## src/logic/cosc_pkg.sv

```systemverilog
// Constants, offsets and field layout for the shutdown control block
// Overview of operation
// [RL1] Software request bit forces shutdown state
// [RL2] Manual restart: clear, then next rising event
// [RL3] Auto restart clears request, resumes on rise
// [RL4] Active fault resets drive latches, overrides outputs
// [RL5] Sources individually selected, active while low
// [RL6] Level faults hold shutdown unless deselected
// [RL7] Software clear ignored while fault active
// [RL8] Two 2-bit override fields, pairs AC/BD
// [RL9] Polarity applies only to inactive override
// [RL10] One bit picks manual or automatic restart
// [RL11] Disabled: count writes load buffers directly
// [RL12] Enabled: buffers wait for load request
// [RL13] Hardware clears load request after transfer
// [RL14] Top control bit enables the module
// [RL15] Clock select: div4, system, oscillator, reserved
// [RL16] Three-bit output mode field
// [RL17] Keep oscillator running when selected, enabled
// [RL18] Pin input serves as event or fault
// [RL19] Operator programs overrides, request before enable
// [RL20] Operator starts by auto restart or clear
// [RL21] Overrides hold until first rise after clear
// [RL22] Eight independent shutdown source enable bits
// [RL23] Override encoding fixed: low/high/tristate/inactive
package cosc_pkg;
  localparam int DW = 8;
  localparam int NCNT = 6;
  // Register byte offsets
  localparam logic [7:0] OFF_CTRL0 = 8'h00;
  localparam logic [7:0] OFF_CTRL1 = 8'h04;
  localparam logic [7:0] OFF_SDCTL = 8'h08;
  localparam logic [7:0] OFF_SDSEL = 8'h0C;
  localparam logic [7:0] OFF_CNT0 = 8'h10;
  localparam logic [7:0] OFF_STEP = 8'h04;
  // Control register 0 fields
  localparam int EN_BIT = 7;
  localparam int LD_BIT = 6;
  localparam int CS_LO = 3;
  localparam int MD_LO = 0;
  localparam logic [7:0] CTRL0_MASK = 8'hDF;
  localparam logic [7:0] CTRL1_MASK = 8'h0F;
  // Shutdown control fields
  localparam int REQ_BIT = 7;
  localparam int ARS_BIT = 6;
  localparam int AC_LO = 4;
  localparam int BD_LO = 2;
  localparam logic [7:0] SDCTL_MASK = 8'hFC;
  localparam logic [7:0] RST_VAL = 8'h00;
  // Override encodings
  localparam logic [1:0] OVR_LOW = 2'h0;
  localparam logic [1:0] OVR_HIGH = 2'h1;
  localparam logic [1:0] OVR_TRI = 2'h2;
  localparam logic [1:0] OVR_INACT = 2'h3;
  // Clock select encodings
  localparam logic [1:0] CS_DIV4 = 2'h0;
  localparam logic [1:0] CS_SYS = 2'h1;
  localparam logic [1:0] CS_OSC = 2'h2;
  localparam logic [1:0] DIV4_LAST = 2'h3;
  // Output modes
  typedef enum logic [2:0] {
    COSC_STEER = 3'h0, COSC_SYNC_STEER = 3'h1, COSC_FWD_FB = 3'h2,
    COSC_REV_FB = 3'h3, COSC_HALF_BR = 3'h4, COSC_PUSH_PULL = 3'h5
  } cosc_mode_t;
  localparam logic [2:0] MODE_LAST = 3'h5;
endpackage : cosc_pkg

```

## src/logic/cosc_top.sv

```systemverilog
// Auto-shutdown, override and buffer-load control with APB registers
`timescale 1ns/1ps
module cosc_top (
  // Clock, reset, freeze
  input wire logic clock_in,
  input wire logic resetn_in,
  input wire logic clk_en_in,
  // APB slave
  input wire logic psel_in,
  input wire logic penable_in,
  input wire logic pwrite_in,
  input wire logic [31:0] paddr_in,
  input wire logic [31:0] pwdata_in,
  output logic [31:0] prdata_out,
  output logic pready_out,
  output logic pslverr_out,
  // Events and faults
  input wire logic rise_event_in,
  input wire logic fall_event_in,
  input wire logic pin_in,
  input wire logic [6:0] fault_n_in,
  input wire logic osc_tick_in,
  // Output stage
  input wire logic [3:0] normal_level_in,
  input wire logic [3:0] inactive_level_in,
  output logic [3:0] out_level_out,
  output logic [3:0] out_en_out,
  output logic drive_reset_out,
  output logic shutdown_out,
  // Configuration towards the datapath
  output logic enable_out,
  output logic [2:0] mode_out,
  output logic gen_tick_out,
  output logic osc_keep_out,
  output logic pin_event_out,
  output logic [cosc_pkg::NCNT*cosc_pkg::DW-1:0] count_buf_out
);
  import cosc_pkg::*;

  logic [1:0] rst_q;
  logic rst_n;
  logic [7:0] ctrl0_q;
  logic [7:0] ctrl1_q;
  logic [7:0] sdctl_q;
  logic [7:0] sdsel_q;
  logic [NCNT-1:0][DW-1:0] cnt_q;
  logic [NCNT-1:0][DW-1:0] buf_q;
  logic hold_q;
  logic [1:0] div_q;
  logic [7:0] src_n;
  logic fault;
  logic wr;
  logic rd_setup;
  logic copy;
  logic [7:0] wb;
  logic [7:0] rdata_d;
  logic hit;

  // Count register index from byte address, NCNT means none
  function automatic logic [2:0] cnt_idx(input logic [7:0] a);
    logic [7:0] d;
    d = a - OFF_CNT0;
    if (a >= OFF_CNT0 && d[1:0] == 2'h0 && d[7:2] < 6'(NCNT))
      return d[4:2];
    return 3'(NCNT);
  endfunction : cnt_idx

  // Reset released through two flops
  always_ff @(posedge clock_in or negedge resetn_in)
  begin
    if (!resetn_in)
      rst_q <= 2'h0;
    else
      rst_q <= {rst_q[0], 1'b1};
  end
  assign rst_n = rst_q[1];

  // Bus decode; slave answers in the first access cycle
  assign wr = psel_in & penable_in & pwrite_in & clk_en_in;
  assign rd_setup = psel_in & ~penable_in & ~pwrite_in & clk_en_in;
  assign wb = pwdata_in[7:0];
  assign pready_out = 1'b1;
  assign hit = paddr_in[31:8] == 24'h0 &&
    (paddr_in[7:0] == OFF_CTRL0 || paddr_in[7:0] == OFF_CTRL1 ||
     paddr_in[7:0] == OFF_SDCTL || paddr_in[7:0] == OFF_SDSEL ||
     cnt_idx(paddr_in[7:0]) != 3'(NCNT));
  assign pslverr_out = psel_in & penable_in & ~hit;

  // Fault sources: bit 0 is the selected pin, all active low
  assign src_n = {fault_n_in, pin_in};
  assign fault = |(~src_n & sdsel_q); // [RL5] [RL22] [RL18]
  assign pin_event_out = pin_in; // [RL18]

  // Read mux, captured in the setup cycle
  always_comb
  begin
    rdata_d = RST_VAL;
    if (paddr_in[31:8] == 24'h0)
    begin
      case (paddr_in[7:0])
        OFF_CTRL0: rdata_d = ctrl0_q;
        OFF_CTRL1: rdata_d = ctrl1_q;
        OFF_SDCTL: rdata_d = sdctl_q;
        OFF_SDSEL: rdata_d = sdsel_q;
        default:
        begin
          if (cnt_idx(paddr_in[7:0]) != 3'(NCNT))
            rdata_d = cnt_q[cnt_idx(paddr_in[7:0])];
        end
      endcase
    end
  end

  always_ff @(posedge clock_in or negedge rst_n)
  begin
    if (!rst_n)
      prdata_out <= 32'h0;
    else if (rd_setup)
      prdata_out <= {24'h0, rdata_d};
  end

  // Control registers 0 and 1; load flag cleared by hardware
  assign copy = ctrl0_q[LD_BIT] &
    (~ctrl0_q[EN_BIT] | rise_event_in | fall_event_in);
  always_ff @(posedge clock_in or negedge rst_n)
  begin
    if (!rst_n)
    begin
      ctrl0_q <= RST_VAL;
      ctrl1_q <= RST_VAL;
    end
    else if (clk_en_in)
    begin
      if (wr && paddr_in[7:0] == OFF_CTRL0 && hit)
        ctrl0_q <= wb & CTRL0_MASK; // [RL14] [RL15] [RL16]
      else if (copy)
        ctrl0_q[LD_BIT] <= 1'b0; // [RL13]
      if (wr && paddr_in[7:0] == OFF_CTRL1 && hit)
        ctrl1_q <= wb & CTRL1_MASK;
    end
  end
  assign enable_out = ctrl0_q[EN_BIT]; // [RL14]
  assign mode_out = ctrl0_q[MD_LO+:3]; // [RL16]

  // Source select register
  always_ff @(posedge clock_in or negedge rst_n)
  begin
    if (!rst_n)
      sdsel_q <= RST_VAL;
    else if (clk_en_in && wr && paddr_in[7:0] == OFF_SDSEL && hit)
      sdsel_q <= wb; // [RL22]
  end

  // Shutdown control; a fault or set write beats any clear
  always_ff @(posedge clock_in or negedge rst_n)
  begin
    if (!rst_n)
      sdctl_q <= RST_VAL;
    else if (clk_en_in)
    begin
      if (wr && paddr_in[7:0] == OFF_SDCTL && hit)
        sdctl_q <= wb & SDCTL_MASK; // [RL1] [RL8] [RL10]
      else if (sdctl_q[ARS_BIT] && !fault)
        sdctl_q[REQ_BIT] <= 1'b0; // [RL3]
      if (fault)
        sdctl_q[REQ_BIT] <= 1'b1; // [RL4] [RL6] [RL7]
    end
  end

  // Held shutdown state, left only on a rising event
  always_ff @(posedge clock_in or negedge rst_n)
  begin
    if (!rst_n)
      hold_q <= 1'b0;
    else if (clk_en_in)
    begin
      if (sdctl_q[REQ_BIT] || fault)
        hold_q <= 1'b1; // [RL1] [RL6]
      else if (rise_event_in)
        hold_q <= 1'b0; // [RL2] [RL3] [RL21]
    end
  end

  // Fault acts combinationally so no clock edge is needed
  assign shutdown_out = hold_q | sdctl_q[REQ_BIT] | fault; // [RL4]
  assign drive_reset_out = shutdown_out; // [RL4]

  // Output levels; forced levels ignore polarity
  always_comb
  begin
    out_level_out = normal_level_in ^ ctrl1_q[3:0];
    out_en_out = 4'hF;
    if (shutdown_out)
    begin
      for (int i = 0; i < 4; i++)
      begin
        case (i[0] ? sdctl_q[BD_LO+:2] : sdctl_q[AC_LO+:2]) // [RL8]
          OVR_LOW: out_level_out[i] = 1'b0; // [RL9] [RL23]
          OVR_HIGH: out_level_out[i] = 1'b1; // [RL9] [RL23]
          OVR_TRI:
          begin
            out_level_out[i] = 1'b0;
            out_en_out[i] = 1'b0; // [RL23]
          end
          default:
            out_level_out[i] = inactive_level_in[i] ^ ctrl1_q[i]; // [RL9]
        endcase
      end
    end
  end

  // Count registers and their working buffers
  always_ff @(posedge clock_in or negedge rst_n)
  begin
    if (!rst_n)
    begin
      cnt_q <= '0;
      buf_q <= '0;
    end
    else if (clk_en_in)
    begin
      for (int i = 0; i < NCNT; i++)
      begin
        if (wr && cnt_idx(paddr_in[7:0]) == 3'(i) && hit)
        begin
          cnt_q[i] <= wb;
          if (!ctrl0_q[EN_BIT])
            buf_q[i] <= wb; // [RL11]
        end
        else if (copy)
          buf_q[i] <= cnt_q[i]; // [RL12]
      end
    end
  end
  assign count_buf_out = buf_q;

  // Generator clock tick; a tick enable avoids muxing clocks
  always_ff @(posedge clock_in or negedge rst_n)
  begin
    if (!rst_n)
      div_q <= 2'h0;
    else if (clk_en_in)
      div_q <= div_q + 2'h1;
  end
  always_comb
  begin
    case (ctrl0_q[CS_LO+:2])
      CS_DIV4: gen_tick_out = clk_en_in & (div_q == DIV4_LAST); // [RL15]
      CS_SYS: gen_tick_out = clk_en_in; // [RL15]
      CS_OSC: gen_tick_out = osc_tick_in; // [RL15] [RL17]
      default: gen_tick_out = 1'b0;
    endcase
  end
  // Sleep does not stop the oscillator while it clocks us and the module is enabled
  assign osc_keep_out = ctrl0_q[EN_BIT] &
    (ctrl0_q[CS_LO+:2] == CS_OSC); // [RL17]
endmodule : cosc_top

```

## config.mk

```make
export PLATFORM = sky130hd
export DESIGN_NAME = cosc_top
export DESIGN_NICKNAME = d
export VERILOG_FILES = /design/src/logic/cosc_pkg.sv /design/src/logic/cosc_top.sv
export SDC_FILE = /design/constraint.sdc
export NUM_CORES = 1
export LEC_CHECK = 0
export BUFFER_PORTS_ARGS = -buffer_cell sky130_fd_sc_hd__buf_2
export CAP_MARGIN = 20
export CORE_MARGIN = 2
export CORE_UTILIZATION = 45
export DETAILED_ROUTE_END_ITERATION = 8
export PLACE_DENSITY = 0.7
export SYNTH_ARGS = -nofsm -noshare
export SYNTH_HDL_FRONTEND = slang
export SYNTH_SLANG_ARGS = --single-unit
```

## constraint.sdc

```tcl
create_clock -name clock_in -period 4.87 [get_ports clock_in]
set_clock_uncertainty 0.1 [all_clocks]
set_input_delay 0.487 -clock clock_in [delete_from_list [all_inputs] [get_ports clock_in]]
set_output_delay 0.487 -clock clock_in [all_outputs]
set_load 0.005 [all_outputs]
```

* Word-level counts from Yosys, hierarchy flattened *
Cells that the tools add are included.

storage, ports and cells
  flip-flop bits (word level) = 134
  latch bits = 0
  memory bits (writable) = 0
  ROM bits = 0
  input bits = 89
  output and inout bits = 99
  word-level logic and storage cells = 196
  memories = 0

cells by class
  add/subtract/negate cells = 2
  multiply operators = 0
  divide/modulo/power cells = 0
  $lt $le $gt $ge = 3
  equality and inequality tests = 23
  shift-type cells = 0
  mux-type cells = 52
  bitwise operators = 25
  reductions and logical operators = 69

operators with widths
  cell                                                                number
  two-way mux 8 bit                                                   16
  two-way mux 3 bit                                                   11
  one-hot mux 8 bit (4 select lines)                                  1
  logical AND 1 bit                                                   25
  binary-select mux 8 bit (select 3 bit)                              1
  zero test 24 bit                                                    1
  AND reduction 2 bit                                                 12
  AND reduction 3 bit                                                 6
  equality test 8 x 4 -> 1 bit (second input constant)                2
  two-way mux 1 bit                                                   16
  nonzero test 2 bit                                                  8
  inequality test 2 bit (second input constant)                       6
  bitwise AND 1 bit                                                   10
  bitwise AND 8 bit                                                   1
  equality test 2 bit (second input constant)                         4
  equality test 8 x 3 -> 1 bit (second input constant)                1
  greater-or-equal comparator 8 x 5 -> 1 bit (second input constant)  1
  zero test 2 bit                                                     4
  zero test 8 bit                                                     1
  two-way mux 4 bit                                                   2
  inverter 8 bit                                                      1
  one-hot mux 1 bit (2 select lines)                                  4
  OR reduction 8 bit                                                  1
  subtractor 8 x 5 -> 8 bit (second input constant)                   1
  other kinds (19)                                                    38

* Longest topological paths before layout *
  depth after elaboration = 23
  gate-level depth with buffers = 10
  mapped depth without buffers = 8

* Worst setup path after synthesis *
Ideal clock, no wire load.

  kind = input port to flip-flop
  start = input paddr_in[4]
  end = register cnt_q[24] in the netlist's numbering
  setup time = 0.125 ns
  arrival time = 2.588 ns
  required time = 4.645 ns
  setup slack = 2.057 ns
  stages = 9
  buffers on the path = 2
  cells stage by stage = inv_1 ha_1 nor3b_2 nand2_1 or4_1 buf_2 nor4_4 buf_2 mux2_2

between the ends
  longest elaborated chain between the ends = 11
  elaborated cells on any way between the ends = 25
  those cells by class = 1 x add/sub; 2 x order compare; 5 x eq/ne; 6 x mux; 11 x reduce/logical

RTL lines
  item                                                                                            RTL line                        RTL
  start, declared                                                                                 cosc_top.sv:12                  input wire logic [31:0] paddr_in,
  subtractor 8 x 5 -> 8 bit / greater-or-equal comparator 8 x 5 -> 1 bit (equally long branches)  cosc_top.sv:62, cosc_top.sv:63
  less-than comparator 6 x 3 -> 1 bit / logical AND 1 bit (equally long branches)                 cosc_top.sv:63                  if (a >= OFF_CNT0 && d[1:0] == 2'h0 && d[7:2] < 6'(NCNT))
  logical AND 1 bit                                                                               cosc_top.sv:63
  two-way mux 1 bit                                                                               cosc_top.sv:63
  two-way mux 1 bit                                                                               cosc_top.sv:220                 else if (clk_en_in)
  two-way mux 3 bit                                                                               cosc_top.sv:65                  return 3'(NCNT);
  two-way mux 3 bit                                                                               cosc_top.sv:220
  equality test 3 x 2 -> 1 bit                                                                    cosc_top.sv:224                 if (wr && cnt_idx(paddr_in[7:0]) == 3'(i) && hit)
  logical AND 1 bit                                                                               cosc_top.sv:224
  logical AND 1 bit (*)                                                                           cosc_top.sv:224
  AND reduction 2 bit (no source line) (*)                                                        --
  end signal, assigned by index                                                                   cosc_top.sv:226                 cnt_q[i] <= wb;
  end, declared                                                                                   cosc_top.sv:46                  logic [NCNT-1:0][DW-1:0] cnt_q;

Every way passes the cells marked *; elsewhere a longest branch is shown, timed or not. The select of a mux whose other input is x is not followed.
A chain may end at the register's enable or synchronous reset.

* Final worst setup path *
  start = register sdsel_q[4]
  end = output out_level_out[1]

between the ends
  longest elaborated chain between the ends = 4

RTL lines
  item                    RTL line         RTL
  start, declared         cosc_top.sv:45   logic [7:0] sdsel_q;
  start signal, assigned  cosc_top.sv:151  sdsel_q <= wb;
  bitwise AND 8 bit       cosc_top.sv:91   assign fault = |(~src_n & sdsel_q);
  OR reduction 8 bit      cosc_top.sv:91
  OR 1 bit                cosc_top.sv:185  assign shutdown_out = hold_q | sdctl_q[REQ_BIT] | fault;
  two-way mux 4 bit       cosc_top.sv:193  if (shutdown_out)
  end, declared           cosc_top.sv:26   output logic [3:0] out_level_out,

Every way passes these cells.

==> summary.md <==
| Metric | Value |
|---|---|
| Run status | complete, no violations |
| P_leak | 3.981 nW |
| Synth Flop Type | dfrtp_1 |
| Area fraction in compound gates after synthesis | 0.1453 |
| Gr ovfl total | 0 |
| CP delay by family, top | simple AND/OR/NAND/NOR gates |
| Worst-path clk slew | 0.05 ns |
| Worst relative slew slack | 0.3670 |
| Cts repair resizes | 0 |
| Worst path max stage delay | 0.63 ns |
| Register area share after synthesis | 0.4783 |
| Worst R2R Setup Slack | 2.38 ns |
| Largest family of logic cells by synthesized area | multiplexers |
| First-pass DRT Iterations | 5 |
| Final nets | 806 |
| Area delta synth->final | 16.65% |
| Post-CTS setup buffers | 0 |
| Initial antenna violation count | 0 |
| Post-placement cell area | 7667 µm² |
| CTS root buffer | clkbuf_16 |
| Clock power frac | 0.465 |
| Vias in the first global route | 5111 |
| Cell Rows | 45 |
| Worst slew pin tran | 0.9496 ns |
| CP required | 4.28 ns |
| CTS H-Tree Depth | 4 |
| Max cap viols | 0 |
| First-pass GRT wire length | 28950 µm |
| Worst Setup End Kind | output pin |
| Avg WL per Cell | 20.22 µm |
| Multiplexer share of the synthesized area | 0.1555 |
| Initial Utilization | 0.4612 |
| RSZ-0062 raised after global routing | false |
| Async set-reset flop share out of synthesis | 1.000 |
| Clock Tree Buf Depth | 2 |
| Critical Setup Path Class | flip-flop to output pin |
| Initial DRC Count | 416 |
| Largest net degree at the start of global routing | 77 |
| Worst-skew pair later-pin latency | 0.43 ns |
| Fin crit share | 0.7255 |
| Detail Placement HPWL | 13210 µm |
| Hold Violations, Final | 0 |
| Yosys cell types | 57 |
| Int Pwr | 1.842 mW |
| Core area | 15200 µm² |
| FMAX | 283.0 MHz |
| Synth Area in Adders | 0.005354 |
| Simple-gate portion of the synthesized area | 0.1431 |
| Ant diodes | 0 |
| Net switching power | 0.5594 mW |
| # setup viols final | 0 |
| PortBufs | 138 |
| Final wirelength | 18440 µm |
| P per Cell Area | 293.6 nW/µm² |
| Total Die Area | 16590 µm² |
| GRT Total Usage | 0.2297 |
| Worst hold-check path type | input port to flip-flop |
| RePlAce Congestion | 0.9308 |
| Top-Level Pins | 188 |
| Post-Synthesis Cells | 596 |
| Register bit count reported by yosys | 134 |
| TNS Setup | 0 ns |
| XOR/XNOR share of the synthesized area | 0.008745 |
| Crit Path Max Fanout | 13 |
| Maximum vdd drop | 0.0002410 V |
| CP arrival | 2.95 ns |
| Logic pwr share | 0.059 |
| Clock sinks | 134 |
| Final worst path period need | 3.533 ns |
| Yosys warns | 0 |
| Power share of the sequential group | 0.476 |
| Design area | 8178 µm² |
| Fillers | 1318 |
| Post-synth EDFFs | 0 |
| Slowest cell on crit path | nor3_2 |
| Die Wd | 128.8 µm |
| Cell chain of the critical path | inv_1 > o22ai_1 > or4_1 > nor3_2 > mux2i_1 > a2111oi_0 > buf_2 |
| Hold-fix buffers at CTS | 1 |
| CTS tree | done |
| Mapped cell area | 7010 µm² |
| Vias | 5332 |
| TritonCTS Buffers | 17 |
| Routed vias/inst | 5.846 |
| Layout cell share with drive strength beyond 1 | 0.4378 |
| DIE HEIGHT | 128.8 µm |
| CP bufs+invs | 2 |
| Sw frac | 0.2330 |
| CP startpoint kind | flip-flop |
| Residual DRC | 0 |
| Final Max Tran Viols | 0 |
| Antenna viol nets, final | 0 |
| Syn Area/Cell | 11.76 µm² |
worst paths after layout:
| path | start | endpoint | cells past startpoint |
|---|---|---|---|
| worst max-delay path | sdsel_q[4]$_DFFE_PN0P_ | out_level_out[1] | 7 |
| worst min-delay path | rise_event_in | hold_q$_DFFE_PN0P_ | 4 |
| worst max register to register | ctrl0_q[7]$_DFFE_PN0P_ | count_buf_out[33]$_DFFE_PN0P_ | 5 |
| worst min register to register | rst_q[0]$_DFF_PN0_ | rst_q[1]$_DFF_PN0_ | 0 |
| max in group asynchronous | rst_q[1]$_DFF_PN0_ | count_buf_out[41]$_DFFE_PN0P_ | 1 |
| min in group asynchronous | resetn_in | rst_q[1]$_DFF_PN0_ | 2 |
power by group through the flow:
stage / registers, mW / logic (mW) / clock network, mW
after CTS: 1.14 / 0.141 / 1.13
final: 1.14 / 0.141 / 1.12
after detailed placement: 1.16 / 0.139 / 0
after global placement: 1.16 / 0.132 / 0
after global routing: 1.15 / 0.156 / 1.18
after floorplan: 1.17 / 0.0832 / 0
through the flow:
step	worst slack [ns]	power (mW)	instances	util	hold WS (ns)
2_1_floorplan	0.7602	1.249	620	-	0.09141
3_3_place_gp	1.334	1.295	881	0.5040	0.1741
3_5_place_dp	1.266	1.304	882	0.5044	0.1749
4_1_cts	1.304	2.411	912	0.5379	0.2239
5_1_grt	1.121	2.480	912	0.5379	0.2446
6_report	1.337	2.401	912	0.5379	0.2321
routing by layer:
layer / wire length, µm / track usage / share of wire
met1: 8382 / 0.3322 / 0.45
met3: 1492 / 0.05572 / 0.081
met2: 8167 / 0.3405 / 0.44
met5: 0 / 0 / 0
met4: 396 / 0.07609 / 0.021
layout make-up:
| type | count | area (µm²) | area share |
|---|---|---|---|
| Multi-Input combinational cell | 404 | 3308 | 0.4045 |
| Clock inverter | 4 | 25.02 | 0.003060 |
| Tap cell | 188 | 235.2 | 0.02876 |
| Sequential cell | 134 | 3357 | 0.4105 |
| Timing Repair Buffer | 142 | 720.7 | 0.08813 |
| Clock buffer | 25 | 475.5 | 0.05814 |
| Inverter | 15 | 56.30 | 0.006885 |
logic make-up (layout without fill, tap and decap cells):
group                      Yosys count  count (layout)
muxes                               96              96
xor gates and xnor gates             7               7
AOI/OAI and AO/OA                  120             120
DFF                                134             134
buffers and inverters               82             186
adders and majority gates            3               3
other                                2              26
and+or+nand+nor                    152             152
synth_stat cells (all sizes together) (8+ instances only):
master,count,share of area
a21oi,35,0.025
buf,45,0.043
clkbuf,22,0.012
dfrtp,134,0.48
inv,15,0.0080
mux2,83,0.13
mux2i,11,0.016
nand2,20,0.011
nand2b,28,0.025
nor2,15,0.0095
nor3,11,0.0086
nor4,13,0.021
o221a,48,0.077
o22ai,8,0.0098
or3,25,0.022
flip-flops by register name (all words and copies together) (netlist names):
register and flops:
cnt_q 48, prdata_out 8, count_buf_out 48, sdsel_q 8, rst_q 2, sdctl_q 6, hold_q 1, ctrl1_q 4
div_q 2, ctrl0_q 7
worst register-to-register path, stage by stage, from the launching register on:
cell and delay, ns:
dfrtp_1 0.45, nor3b_1 0.50, nor3b_2 0.41, nand2_1 0.15
o21bai_1 0.51, o221a_2 0.31
cell usage in the layout, fill, tap and decap left out, types with 10 or more instances in the layout:
| cell | n |
|---|---|
| conb_1 | 26 |
| mux2i_1 | 11 |
| nor3_1 | 10 |
| nand2b_1 | 28 |
| dfrtp_1 | 133 |
| a21oi_1 | 35 |
| clkbuf_16 | 17 |
| nor2_1 | 13 |
| nand2_1 | 20 |
| inv_1 | 15 |
| or3_1 | 25 |
| o221a_2 | 48 |
| buf_2 | 139 |
| mux2_2 | 83 |
Note: power is estimated with default switching activity, not from simulation.
